### config.mk
export PLATFORM = sky130hd
export DESIGN_NAME = hssc_top
export DESIGN_NICKNAME = d
export VERILOG_FILES = /design/src/include/hssc_pkg.sv /design/src/hw/hssc_top.sv
export SDC_FILE = /design/constraint.sdc
export NUM_CORES = 1
export LEC_CHECK = 0
export BUFFER_PORTS_ARGS = -buffer_cell sky130_fd_sc_hd__buf_4
export CAP_MARGIN = 20
export CORE_MARGIN = 5
export CORE_UTILIZATION = 45
export CTS_BUF_LIST = sky130_fd_sc_hd__clkbuf_4 sky130_fd_sc_hd__clkbuf_8 sky130_fd_sc_hd__clkbuf_16
export CTS_CLUSTER_DIAMETER = 100
export DETAILED_ROUTE_END_ITERATION = 10
export GPL_TIMING_DRIVEN = 1
export PLACE_DENSITY = 0.75
export SLEW_MARGIN = 20
export SYNTH_ARGS = -nofsm -noshare
export SYNTH_HDL_FRONTEND = slang
export SYNTH_SLANG_ARGS = --single-unit
export TNS_END_PERCENT = 1
### constraint.sdc
create_clock -name ref_clk -period 2.3 [get_ports ref_clk]
set_input_delay 0 -clock ref_clk [delete_from_list [all_inputs] [get_ports ref_clk]]
set_output_delay 0 -clock ref_clk [all_outputs]
set_load 0.01 [all_outputs]
### src/include/hssc_pkg.sv
// Package of the hot-swap signalling block: register map and field layout.
// Assumes a 32-bit AXI4-Lite slave with word-aligned registers.
`default_nettype none
package hssc_pkg;
  // Register byte addresses
  localparam logic [7:0] HSSC_CSR_ADDR  = 8'h00; // Hot-swap control/status
  localparam logic [7:0] HSSC_MISC_ADDR = 8'h04; // Miscellaneous control
  localparam logic [7:0] HSSC_IRQ_ADDR  = 8'h08; // Event status, W1C
  localparam logic [7:0] HSSC_MASK_ADDR = 8'h0C; // Event interrupt mask
  localparam logic [7:0] HSSC_PRE_ADDR  = 8'h10; // Preload done, write 1
  // Hot-swap control/status fields
  localparam int HSSC_INS_BIT  = 7;
  localparam int HSSC_EXT_BIT  = 6;
  localparam int HSSC_LED_BIT  = 3;
  localparam int HSSC_EIM_BIT  = 1;
  // Miscellaneous control field
  localparam int HSSC_SWS_BIT  = 8;
  // Event status / mask fields
  localparam int HSSC_EV_INS   = 0;
  localparam int HSSC_EV_EXT   = 1;
  localparam int HSSC_EV_W     = 2;
  // Values after reset
  localparam logic       HSSC_LED_RST  = 1'b0;
  localparam logic       HSSC_EIM_RST  = 1'b0;
  localparam logic [1:0] HSSC_MASK_RST = 2'h0;
  // AXI responses
  localparam logic [1:0] HSSC_RESP_OK  = 2'h0;
  localparam logic [1:0] HSSC_RESP_ERR = 2'h2;
endpackage : hssc_pkg
`default_nettype wire

### src/hw/hssc_top.sv
// Hot-swap signalling control: enumeration output, removal LED, ejector
// switch sampling, with an AXI4-Lite register slave and one interrupt.
// Assumes ejector_switch_in is asynchronous (high = handle closed) and the
// enumeration pin is open drain, resolved outside from its enable.
// Functional notes
// - Pull enumeration pin low while a flag is set and mask is clear.
// - In normal operation the LED follows the LED-on control bit.
// - After reset keep LED on until preload done and handle closed.
// - Switch sets extract flag, inserted flag only after preload done; CSR never shows raw switch.
// - Current switch level readable in bit 8 of misc control register.
//
// The AXI4-Lite slave port and the address map were left to the implementer.
`default_nettype none
module hssc_top
  import hssc_pkg::*;
(
  input  wire logic        ref_clk,          // 100 MHz clock
  input  wire logic        rst_n,            // Async reset, active low
  input  wire logic [7:0]  s_axi_awaddr,     // Write address
  input  wire logic        s_axi_awvalid,    // Write address valid
  output logic             s_axi_awready,    // Write address ready
  input  wire logic [31:0] s_axi_wdata,      // Write data
  input  wire logic [3:0]  s_axi_wstrb,      // Write strobes
  input  wire logic        s_axi_wvalid,     // Write data valid
  output logic             s_axi_wready,     // Write data ready
  output logic [1:0]       s_axi_bresp,      // Write response
  output logic             s_axi_bvalid,     // Write response valid
  input  wire logic        s_axi_bready,     // Write response ready
  input  wire logic [7:0]  s_axi_araddr,     // Read address
  input  wire logic        s_axi_arvalid,    // Read address valid
  output logic             s_axi_arready,    // Read address ready
  output logic [31:0]      s_axi_rdata,      // Read data
  output logic [1:0]       s_axi_rresp,      // Read response
  output logic             s_axi_rvalid,     // Read data valid
  input  wire logic        s_axi_rready,     // Read data ready
  input  wire logic        ejector_switch_in, // Handle switch, 1 = closed
  output logic             enum_signal_out,  // Open-drain pin output level
  output logic             enum_signal_oe,   // High while pulling low
  output logic             removal_led_out,  // Removal LED, 1 = on
  output logic             irq_out           // Level interrupt
);

  // Switch synchroniser
  logic sw_meta_r;
  logic sw_sync_r;
  logic sw_prev_r;
  always_ff @(posedge ref_clk or negedge rst_n) begin
    if (!rst_n) begin
      sw_meta_r <= 1'b0;
      sw_sync_r <= 1'b0;
      sw_prev_r <= 1'b0;
    end else begin
      sw_meta_r <= ejector_switch_in;
      sw_sync_r <= sw_meta_r;
      sw_prev_r <= sw_sync_r;
    end
  end

  wire sw_close = sw_sync_r & ~sw_prev_r;
  wire sw_open  = ~sw_sync_r & sw_prev_r;

  // Control and status state
  logic                inserted_flag_r;
  logic                extract_flag_r;
  logic                led_on_ctl_r;
  logic                enum_irq_mask_r;
  logic                preload_done_r;
  logic                reset_hold_r;
  logic [HSSC_EV_W-1:0] ev_sts_r;
  logic [HSSC_EV_W-1:0] ev_mask_r;

  // AXI write channel state
  logic        aw_got_r;
  logic        w_got_r;
  logic [7:0]  aw_addr_r;
  logic [31:0] w_data_r;
  logic [3:0]  w_strb_r;

  wire aw_hs   = s_axi_awvalid & s_axi_awready;
  wire w_hs    = s_axi_wvalid & s_axi_wready;
  wire wr_go   = aw_got_r & w_got_r & ~s_axi_bvalid;
  wire wr_csr  = wr_go & (aw_addr_r == HSSC_CSR_ADDR);
  wire wr_irq  = wr_go & (aw_addr_r == HSSC_IRQ_ADDR);
  wire wr_mask = wr_go & (aw_addr_r == HSSC_MASK_ADDR);
  wire wr_pre  = wr_go & (aw_addr_r == HSSC_PRE_ADDR);
  wire wr_map  = wr_csr | wr_irq | wr_mask | wr_pre |
                 (wr_go & (aw_addr_r == HSSC_MISC_ADDR));
  wire b0      = w_strb_r[0];

  // Flag events and software clears (write one), set wins
  wire set_ins = sw_close & preload_done_r;
  wire set_ext = sw_open;
  wire clr_ins = wr_csr & b0 & w_data_r[HSSC_INS_BIT];
  wire clr_ext = wr_csr & b0 & w_data_r[HSSC_EXT_BIT];
  wire [HSSC_EV_W-1:0] ev_set = {set_ext, set_ins};
  wire [HSSC_EV_W-1:0] ev_clr = (wr_irq & b0) ?
                                w_data_r[HSSC_EV_W-1:0] : '0;

  wire ins_nxt  = set_ins | (inserted_flag_r & ~clr_ins);
  wire ext_nxt  = set_ext | (extract_flag_r & ~clr_ext);
  wire hold_nxt = reset_hold_r & ~(preload_done_r & sw_sync_r);

  always_ff @(posedge ref_clk or negedge rst_n) begin
    if (!rst_n) begin
      inserted_flag_r <= 1'b0;
      extract_flag_r  <= 1'b0;
      led_on_ctl_r    <= HSSC_LED_RST;
      enum_irq_mask_r <= HSSC_EIM_RST;
      preload_done_r  <= 1'b0;
      reset_hold_r    <= 1'b1;
      ev_sts_r        <= '0;
      ev_mask_r       <= HSSC_MASK_RST;
    end else begin
      inserted_flag_r <= ins_nxt;
      extract_flag_r  <= ext_nxt;
      reset_hold_r    <= hold_nxt;
      ev_sts_r        <= ev_set | (ev_sts_r & ~ev_clr);
      if (wr_csr && b0) begin
        led_on_ctl_r    <= w_data_r[HSSC_LED_BIT];
        enum_irq_mask_r <= w_data_r[HSSC_EIM_BIT];
      end
      if (wr_mask && b0) begin
        ev_mask_r <= w_data_r[HSSC_EV_W-1:0];
      end
      if (wr_pre && b0 && w_data_r[0]) begin
        preload_done_r <= 1'b1;
      end
    end
  end

  // Pin outputs, registered
  wire enum_drive = (inserted_flag_r | extract_flag_r) &
                    ~enum_irq_mask_r;
  wire led_nxt    = reset_hold_r | led_on_ctl_r;
  wire irq_nxt    = |(ev_sts_r & ev_mask_r);

  always_ff @(posedge ref_clk or negedge rst_n) begin
    if (!rst_n) begin
      enum_signal_out <= 1'b1;
      enum_signal_oe  <= 1'b0;
      removal_led_out <= 1'b1;
      irq_out         <= 1'b0;
    end else begin
      enum_signal_out <= ~enum_drive;
      enum_signal_oe  <= enum_drive;
      removal_led_out <= led_nxt;
      irq_out         <= irq_nxt;
    end
  end

  // Write channel handshake
  always_ff @(posedge ref_clk or negedge rst_n) begin
    if (!rst_n) begin
      aw_got_r      <= 1'b0;
      w_got_r       <= 1'b0;
      aw_addr_r     <= 8'h00;
      w_data_r      <= 32'h0000_0000;
      w_strb_r      <= 4'h0;
      s_axi_awready <= 1'b1;
      s_axi_wready  <= 1'b1;
      s_axi_bvalid  <= 1'b0;
      s_axi_bresp   <= HSSC_RESP_OK;
    end else begin
      if (aw_hs) begin
        aw_got_r      <= 1'b1;
        aw_addr_r     <= s_axi_awaddr;
        s_axi_awready <= 1'b0;
      end
      if (w_hs) begin
        w_got_r      <= 1'b1;
        w_data_r     <= s_axi_wdata;
        w_strb_r     <= s_axi_wstrb;
        s_axi_wready <= 1'b0;
      end
      if (wr_go) begin
        aw_got_r     <= 1'b0;
        w_got_r      <= 1'b0;
        s_axi_bvalid <= 1'b1;
        s_axi_bresp  <= wr_map ? HSSC_RESP_OK : HSSC_RESP_ERR;
      end
      if (s_axi_bvalid && s_axi_bready) begin
        s_axi_bvalid  <= 1'b0;
        s_axi_awready <= 1'b1;
        s_axi_wready  <= 1'b1;
      end
    end
  end

  // Read path; raw switch only in misc register
  logic [31:0] csr_rd;
  logic [31:0] misc_rd;
  always_comb begin
    csr_rd = 32'h0000_0000;
    csr_rd[HSSC_INS_BIT] = inserted_flag_r;
    csr_rd[HSSC_EXT_BIT] = extract_flag_r;
    csr_rd[HSSC_LED_BIT] = led_on_ctl_r;
    csr_rd[HSSC_EIM_BIT] = enum_irq_mask_r;
    misc_rd = 32'h0000_0000;
    misc_rd[HSSC_SWS_BIT] = sw_sync_r;
  end

  wire [31:0] ev_rd   = {{(32-HSSC_EV_W){1'b0}}, ev_sts_r};
  wire [31:0] mask_rd = {{(32-HSSC_EV_W){1'b0}}, ev_mask_r};
  wire [31:0] pre_rd  = {31'h0000_0000, preload_done_r};
  wire rd_csr  = s_axi_araddr == HSSC_CSR_ADDR;
  wire rd_misc = s_axi_araddr == HSSC_MISC_ADDR;
  wire rd_ev   = s_axi_araddr == HSSC_IRQ_ADDR;
  wire rd_mask = s_axi_araddr == HSSC_MASK_ADDR;
  wire rd_pre  = s_axi_araddr == HSSC_PRE_ADDR;
  wire rd_map  = rd_csr | rd_misc | rd_ev | rd_mask | rd_pre;
  wire [31:0] rd_mux = rd_csr  ? csr_rd  :
                       rd_misc ? misc_rd :
                       rd_ev   ? ev_rd   :
                       rd_mask ? mask_rd :
                       rd_pre  ? pre_rd  : 32'h0000_0000;
  wire ar_hs = s_axi_arvalid & s_axi_arready;

  always_ff @(posedge ref_clk or negedge rst_n) begin
    if (!rst_n) begin
      s_axi_arready <= 1'b1;
      s_axi_rvalid  <= 1'b0;
      s_axi_rdata   <= 32'h0000_0000;
      s_axi_rresp   <= HSSC_RESP_OK;
    end else if (ar_hs) begin
      s_axi_arready <= 1'b0;
      s_axi_rvalid  <= 1'b1;
      s_axi_rdata   <= rd_mux;
      s_axi_rresp   <= rd_map ? HSSC_RESP_OK : HSSC_RESP_ERR;
    end else if (s_axi_rvalid && s_axi_rready) begin
      s_axi_rvalid  <= 1'b0;
      s_axi_arready <= 1'b1;
    end
  end

endmodule : hssc_top
`default_nettype wire

# Yosys cells after proc, flatten, opt, wreduce, memory -nomap -nowiden
# Index checks and enable logic that the tools add are counted.
# W data, S select, Z words.
# classes
eq_ne	8
mux	22
n_bitwise	46
reduce_logical	15
# ops
op	n
$eq A8 B4 Y1 const B	4
$and A1 B1 Y1	22
$mux W9	2
$eq A8 B3 Y1 const B	2
$eq A8 B5 Y1 const B	2
$logic_not A8 Y1	2
$mux W1	15
$or A1 B1 Y1	12
$reduce_bool A2 Y1	6
$mux W2	5
$not A1 Y1	8
$logic_and A1 B1 Y1	6
$and A2 B2 Y2	2
$not A2 Y2	1
$or A2 B2 Y2	1
$reduce_or A2 Y1	1
# totals
ff_bits	77
inputBits	60
out_inout_bits	45
wordCells	119

# Logic depth before layout (Yosys ltp)
# Gate-level depths: netlist of the first run.
# logic_depth
word_depth	8
ltp_mapped	4
ltp_nobuf	3

# Worst setup path after synthesis of the first run
# Ideal clock, no wire load.
# synth_timing
path_type	flip-flop to flip-flop
from	register aw_addr_r[1]
to	register enum_irq_mask_r
setup_ps	125
arrival_time_ps	1856
required_time_ps	2175
path_slack_ps	319
stages_incl_launch_ff	5
path_buffers	1
synth_period_minus_slack_ps	1981
cell_sequence	dfrtp_1 or4_1 buf_2 or4_4 mux2_4
# synth_via
elab_chain_cells	3
# synth_lines
element	line_no	rtl
start: declaration	hssc_top.sv:75	logic [7:0] aw_addr_r;
start signal: assignment	hssc_top.sv:166	aw_addr_r <= s_axi_awaddr;
$logic_not A8 Y1	hssc_top.sv:82	wire wr_csr = wr_go & (aw_addr_r == HSSC_CSR_ADDR);
$and A1 B1 Y1	hssc_top.sv:82	
$logic_and A1 B1 Y1	hssc_top.sv:118	if (wr_csr && b0) begin
end signal: assignment	hssc_top.sv:120	enum_irq_mask_r <= w_data_r[HSSC_EIM_BIT];
end: declaration	hssc_top.sv:66	logic enum_irq_mask_r;
# Every way passes these cells.
# A chain may end at the register's enable or synchronous reset.

# Worst setup path after layout of the first run
# layout_timing
from	register aw_addr_r[1]
to	register led_on_ctl_r
# layout_via
elab_chain_cells	3
# layout_lines
element	line_no	rtl
$logic_not A8 Y1	hssc_top.sv:82	
$and A1 B1 Y1	hssc_top.sv:82	
$logic_and A1 B1 Y1	hssc_top.sv:118	
end signal: assignment	hssc_top.sv:119	led_on_ctl_r <= w_data_r[HSSC_LED_BIT];
end: declaration	hssc_top.sv:65	logic led_on_ctl_r;
# Every way passes these cells.

==> results of run 1 <==
[cell families after synthesis]
group | share of synthesized area, %
AOI/OAI and AO/OA | 8.42
buffers and inverters | 12.6
DFF | 55.3
muxes | 11.0
other | 0.179
and+or+nand+nor | 12.5
[power groups by stage]
stage | registers (uW) | clock network, uW | logic [uW]
after detailed placement | 1210 | 0 | 552
after CTS | 1200 | 529 | 606
after floorplan | 1190 | 0 | 384
after global placement | 1200 | 0 | 539
final | 1190 | 505 | 603
after global routing | 1230 | 557 | 677
[layout make-up]
| class | count | area share [%] |
|---|---|---|
| Inverter | 11 | 1.50 |
| Clock inverter | 1 | 0.182 |
| Clock buffer | 7 | 3.28 |
| Timing Repair Buffer | 73 | 22.4 |
| Multi-Input combinational cell | 116 | 28.1 |
| Tap cell | 52 | 2.37 |
| Sequential cell | 46 | 42.1 |
[repair_timing]
item	4_1_cts	5_1_grt
setup buffers	0	0
hold endpoints to repair	63	0
hold buffers	27	0
[Yosys cell counts (all sizes together), types with 3 or more instances]
| library cell | instances |
|---|---|
| o31ai | 3 |
| mux2 | 18 |
| buf | 29 |
| o41ai | 3 |
| dfstp | 6 |
| or4 | 4 |
| o21ai | 8 |
| inv | 11 |
| dfrtp | 40 |
| a21boi | 3 |
| nand2 | 17 |
[state kept, by name (all words and copies together) (netlist names), 2 cells and up]
register     flops
w_data_r         5
ev_sts_r         2
aw_addr_r        8
ev_mask_r        2
s_axi_rdata      6
[metrics by stage]
stage | utilization (%) | instance area (um2)
finish | 61.9 | 2750
global route | 61.9 | 2750
CTS | 61.9 | 2750
detailed placement | 53.6 | 2380
global placement | 53.6 | 2380
floorplan | - | 2200
[critical path: stages (launching register included)]
cell and delay, ns:
dfrtp_1 0.38, or4_1 0.63, or4_4 0.62, mux2_4 0.31
[per-layer routing]
| metal | part of all wire [%] | vias to the layer above |
|---|---|---|
| li1 | - | 717 |
| met1 | 43 | 695 |
| met2 | 47 | 60 |
| met3 | 9.1 | 5 |
| met4 | 0.85 | 0 |
| met5 | 0 | - |
[worst max path at each step]
stage / from / endpoint / cells after the start / slack, ns
final: aw_addr_r[1] / led_on_ctl_r / 3 / 0.24
after global routing: aw_addr_r[1] / led_on_ctl_r / 3 / 0.19
after CTS: aw_addr_r[1] / led_on_ctl_r / 3 / 0.24
after detailed placement: aw_addr_r[1] / led_on_ctl_r / 3 / 0.25
after global placement: aw_addr_r[1] / led_on_ctl_r / 3 / 0.26
after floorplan: aw_addr_r[1] / enum_irq_mask_r / 4 / 0.32
==> flow_metrics.py, run 1 <==
metrics = {
    "outcome": {
        "status": "completed",
    },
    "cts": {
        "numClockSinks": 46,
        "clock_path_buffers": 2,
        "clk_latency_ns": 0.29,
        "cts_root_buf": "clkbuf_8",
        "cts-buffers-inserted": 5,
        "cts_tree": "done",
        "ctsResizeCount": 0,
        "clkTransAtPathRegs_ns": 0.08,
        "htree_num_levels": 2,
    },
    "finish": {
        "most-common-layout-cells": "buf_4, dfrtp_1, conb_1",
        "final_common_cell": "buf_4",
        "stdcell_count": 306,
        "drive_above_1_share_pct": 31.9,
        "nFillCells": 371,
        "diodes": 0,
        "regArea_um2": 1160,
        "multiInputGateArea_um2": 773,
        "nNetsFinal": 313,
        "syn_to_final_growth_pct": 31.2,
    },
    "synth": {
        "synth-seq-area-share_pct": 55.3,
        "synth.avg_cell_area_um2": 11.8,
        "synth_ff_type": "dfrtp_1",
        "synth_area_um2": 2090,
        "synth.distinct_cells": 40,
        "synth_top_area_share_pct": 47.8,
        "ys_warn_count": 0,
        "ys_ff_latch": 46,
        "synth_edf_count": 0,
        "async_flop_share_pct": 100,
        "syn_inst": 177,
        "yosys-top-cells-area": "dfrtp_1, buf_4, dfstp_2, mux2_2, nand2_1",
        "synth_top_area_cell": "dfrtp_1",
    },
    "min_path": {
        "whs_path_depth": 3,
        "hp-start": "s_axi_araddr[4]",
        "min_to": "s_axi_rdata[1]",
        "hp-class": "in2reg",
    },
    "setup_path": {
        "worstPathRequired_ns": 2.48,
        "end_kind": "flop",
        "startpoint_type": "flop",
        "rr_endpoint": "led_on_ctl_r",
        "arrival_ns": 2.24,
        "path_class": "reg2reg",
        "ff2ff_setup_slack_ns": 0.24,
        "reg2reg_from": "aw_addr_r[1]",
        "crit_fanout": 6,
        "r2r_cells": 3,
    },
    "drt": {
        "drtIter0Drc": 75,
        "drc": 0,
        "wl_per_cell_um": 13.0,
        "wirelength_um": 3990,
        "dr.pass1.iters": 4,
        "drtAntennaViolNets": 0,
        "viasPerCell": 4.83,
        "routed-via-count": 1477,
    },
    "sta": {
        "tightest_slew_ns": 0.564,
        "relSlewSlack_pct": 62.4,
        "timing.final.crit_share_pct": 89.4,
        "tns_ns": 0,
        "setup_viol": 0,
        "hold_viol": 0,
        "worst_hold_slack_ns": 0.0544,
        "finalCriticalPeriod_ns": 2.06,
        "clock.fmax_mhz": 487,
        "rsz0062_at_grt": "false",
        "finClkSkew_ns": 0.00710,
        "worst_slack_ns": 0.245,
        "slew_viol_final": 0,
    },
    "place": {
        "dp_slack_ns": 0.252,
        "io_buffer_count": 46,
        "dpl.cell_count": 271,
        "gp_congestion": 0.804,
        "dpl.hpwl_um": 2760,
    },
    "power_and_ir_drop": {
        "ir_drop_v": 0.000605,
        "power.internal_uw": 1640,
        "pwr-share-clk_pct": 21.9,
        "leakage_uw": 0.00133,
        "power_density_nw_per_um2": 838,
        "switching_share_pct": 28.7,
        "seqPwrFrac_pct": 51.9,
        "power_switching_uw": 660,
        "power_frac_comb_pct": 26.2,
        "p_total_uw": 2300,
    },
    "global_routing": {
        "grt_use_met3_pct": 5.72,
        "grt_use_met1_pct": 16.6,
        "grt_pass1_wl_um": 6620,
        "antenna_found_initial": 0,
        "met2_usage_pct": 22.4,
        "busiest_layer": "met2",
        "overflow": 0,
        "grt_pass1_vias": 1451,
        "grt_max_degree": 47,
        "grt_usage_pct": 13.6,
    },
    "floorplan": {
        "die_width_um": 78.2,
        "dieArea_um2": 6120,
        "die_h_um": 78.2,
        "row_count": 24,
        "io_pins": 105,
        "start_util_pct": 47.1,
        "core-area_um2": 4440,
    },
    "flow_run": {
        "cap_violations": 0,
    },
}
No activity file was read; power rests on OpenSTA's default activity.
==> run 2: changes to the inputs <==
CORE_MARGIN = 8   (was 5)
==> flow_metrics.py, run 2 (same netlist as run 1, synthesis figures left out) <==
metrics = {
    "outcome": {
        "status": "completed",
    },
    "finish": {
        "diodes": 0,
        "drive_above_1_share_pct": 31.9,
        "top_register": "aw_addr_r",
        "largest_reg_flops": 8,
        "most-common-layout-cells": "buf_4, dfrtp_1, conb_1",
        "syn_to_final_growth_pct": 31.4,
        "nNetsFinal": 313,
        "stdcell_count": 308,
        "final_common_cell": "buf_4",
        "top_regs": "aw_addr_r (8), s_axi_rdata (6), w_data_r (5)",
    },
    "cts": {
        "clk_latency_ns": 0.29,
        "cts_tree": "done",
        "cts-buffers-inserted": 5,
        "cts_root_buf": "clkbuf_8",
        "clock_path_buffers": 2,
        "numClockSinks": 46,
        "htree_num_levels": 2,
        "ctsResizeCount": 0,
        "clkTransAtPathRegs_ns": 0.08,
    },
    "drt": {
        "drtAntennaViolNets": 0,
        "viasPerCell": 4.84,
        "drtIter0Drc": 30,
        "routed-via-count": 1490,
        "dr.pass1.iters": 4,
        "drc": 0,
        "wirelength_um": 4190,
        "wl_per_cell_um": 13.6,
    },
    "global_routing": {
        "grt_pass1_vias": 1559,
        "overflow": 0,
        "grt_max_degree": 47,
        "grt_pass1_wl_um": 7250,
        "grt_usage_pct": 12.0,
        "antenna_found_initial": 0,
    },
    "sta": {
        "clock.fmax_mhz": 478,
        "worst_hold_slack_ns": 0.0502,
        "timing.final.crit_share_pct": 91.0,
        "tightest_slew_ns": 0.549,
        "hold_viol": 0,
        "finalCriticalPeriod_ns": 2.09,
        "slew_viol_final": 0,
        "relSlewSlack_pct": 63.4,
        "rsz0062_at_grt": "false",
        "tns_ns": 0,
        "setup_viol": 0,
        "finClkSkew_ns": 0.00561,
    },
    "min_path": {
        "hp-class": "in2reg",
        "hp-start": "s_axi_araddr[0]",
        "min_to": "s_axi_rdata[0]",
        "whs_path_depth": 3,
    },
    "floorplan": {
        "die_width_um": 84.2,
        "die_h_um": 84.2,
        "io_pins": 105,
        "dieArea_um2": 7090,
        "start_util_pct": 45.6,
        "row_count": 25,
        "core-area_um2": 4600,
    },
    "setup_path": {
        "rr_endpoint": "enum_irq_mask_r",
        "r2r_cells": 3,
        "crit_fanout": 6,
        "reg2reg_from": "aw_addr_r[1]",
        "worstPathRequired_ns": 2.48,
        "end_kind": "flop",
        "startpoint_type": "flop",
        "ff2ff_setup_slack_ns": 0.21,
        "path_class": "reg2reg",
        "arrival_ns": 2.28,
        "startpoint": "aw_addr_r[1]",
    },
    "power_and_ir_drop": {
        "power_switching_uw": 672,
        "leakage_uw": 0.00132,
        "ir_drop_v": 0.000553,
        "seqPwrFrac_pct": 51.9,
        "power_frac_comb_pct": 26.5,
        "power_density_nw_per_um2": 837,
        "power.internal_uw": 1630,
        "pwr-share-clk_pct": 21.6,
        "switching_share_pct": 29.2,
    },
    "place": {
        "io_buffer_count": 46,
        "dpl.hpwl_um": 3090,
        "dpl.cell_count": 273,
        "gp_congestion": 0.736,
    },
    "flow_run": {
        "cap_violations": 0,
    },
}
[run 2: cell types whose count changed in the layout (fill, tap and decap cells not counted)]
| cell | change |
|---|---|
| clkinvlp_4 | +1 |
| clkbuf_4 | -1 |
[run 2: what timing repair did]
item | CTS | global route
buffers inserted | 0 | 0
hold buffers | 27 | 0
hold endpoints to repair | 64 | 0
[run 2: per-layer routing]
layer | share of wire [%] | GRT usage (%)
met5 | 0 | 0
met4 | 0.62 | 2.35
met3 | 11 | 6.87
met2 | 48 | 20.0
met1 | 40 | 13.0
[run 2: critical path, cell delays in order (launching register included)]
cell     delay [ns]
dfrtp_1        0.39
or4_1          0.65
or4_4          0.63
mux2_4         0.31
[run 2: through the flow]
stage               instance area [um2]  setup WS, ns  utilization, %  power (uW)
floorplan                          2200         0.319               -        1570
detailed placement                 2390         0.228            51.9        1770
global route                       2750         0.163            59.8        2460
CTS                                2750         0.214            59.8        2330
finish                             2750         0.208            59.8        2300
global placement                   2390         0.257            51.9        1740
[run 2: worst max path at each step]
stage | slack (ns) | end | cells after the start
global route | 0.16 | led_on_ctl_r | 3
CTS | 0.21 | enum_irq_mask_r | 3
finish | 0.21 | enum_irq_mask_r | 3
global placement | 0.26 | enum_irq_mask_r | 3
floorplan | 0.32 | enum_irq_mask_r | 4
detailed placement | 0.23 | enum_irq_mask_r | 3
[run 2: layout make-up]
cell class                 instances  area (um2)
clock buffer                       6        82.6
clock inverter                     2        12.5
fill                             383        1850
inverter                          11        41.3
multi-input combinational        116         773
sequential                        46        1160
tap                               54        67.6
timing repair buffer              73         616
[run 2: power groups by stage]
stage	clock, uW	sequential (uW)	combinational, uW
5_1_grt	552	1230	680
3_5_place_dp	0	1210	562
3_3_place_gp	0	1200	541
6_report	498	1190	611
2_1_floorplan	0	1190	384
4_1_cts	519	1200	615
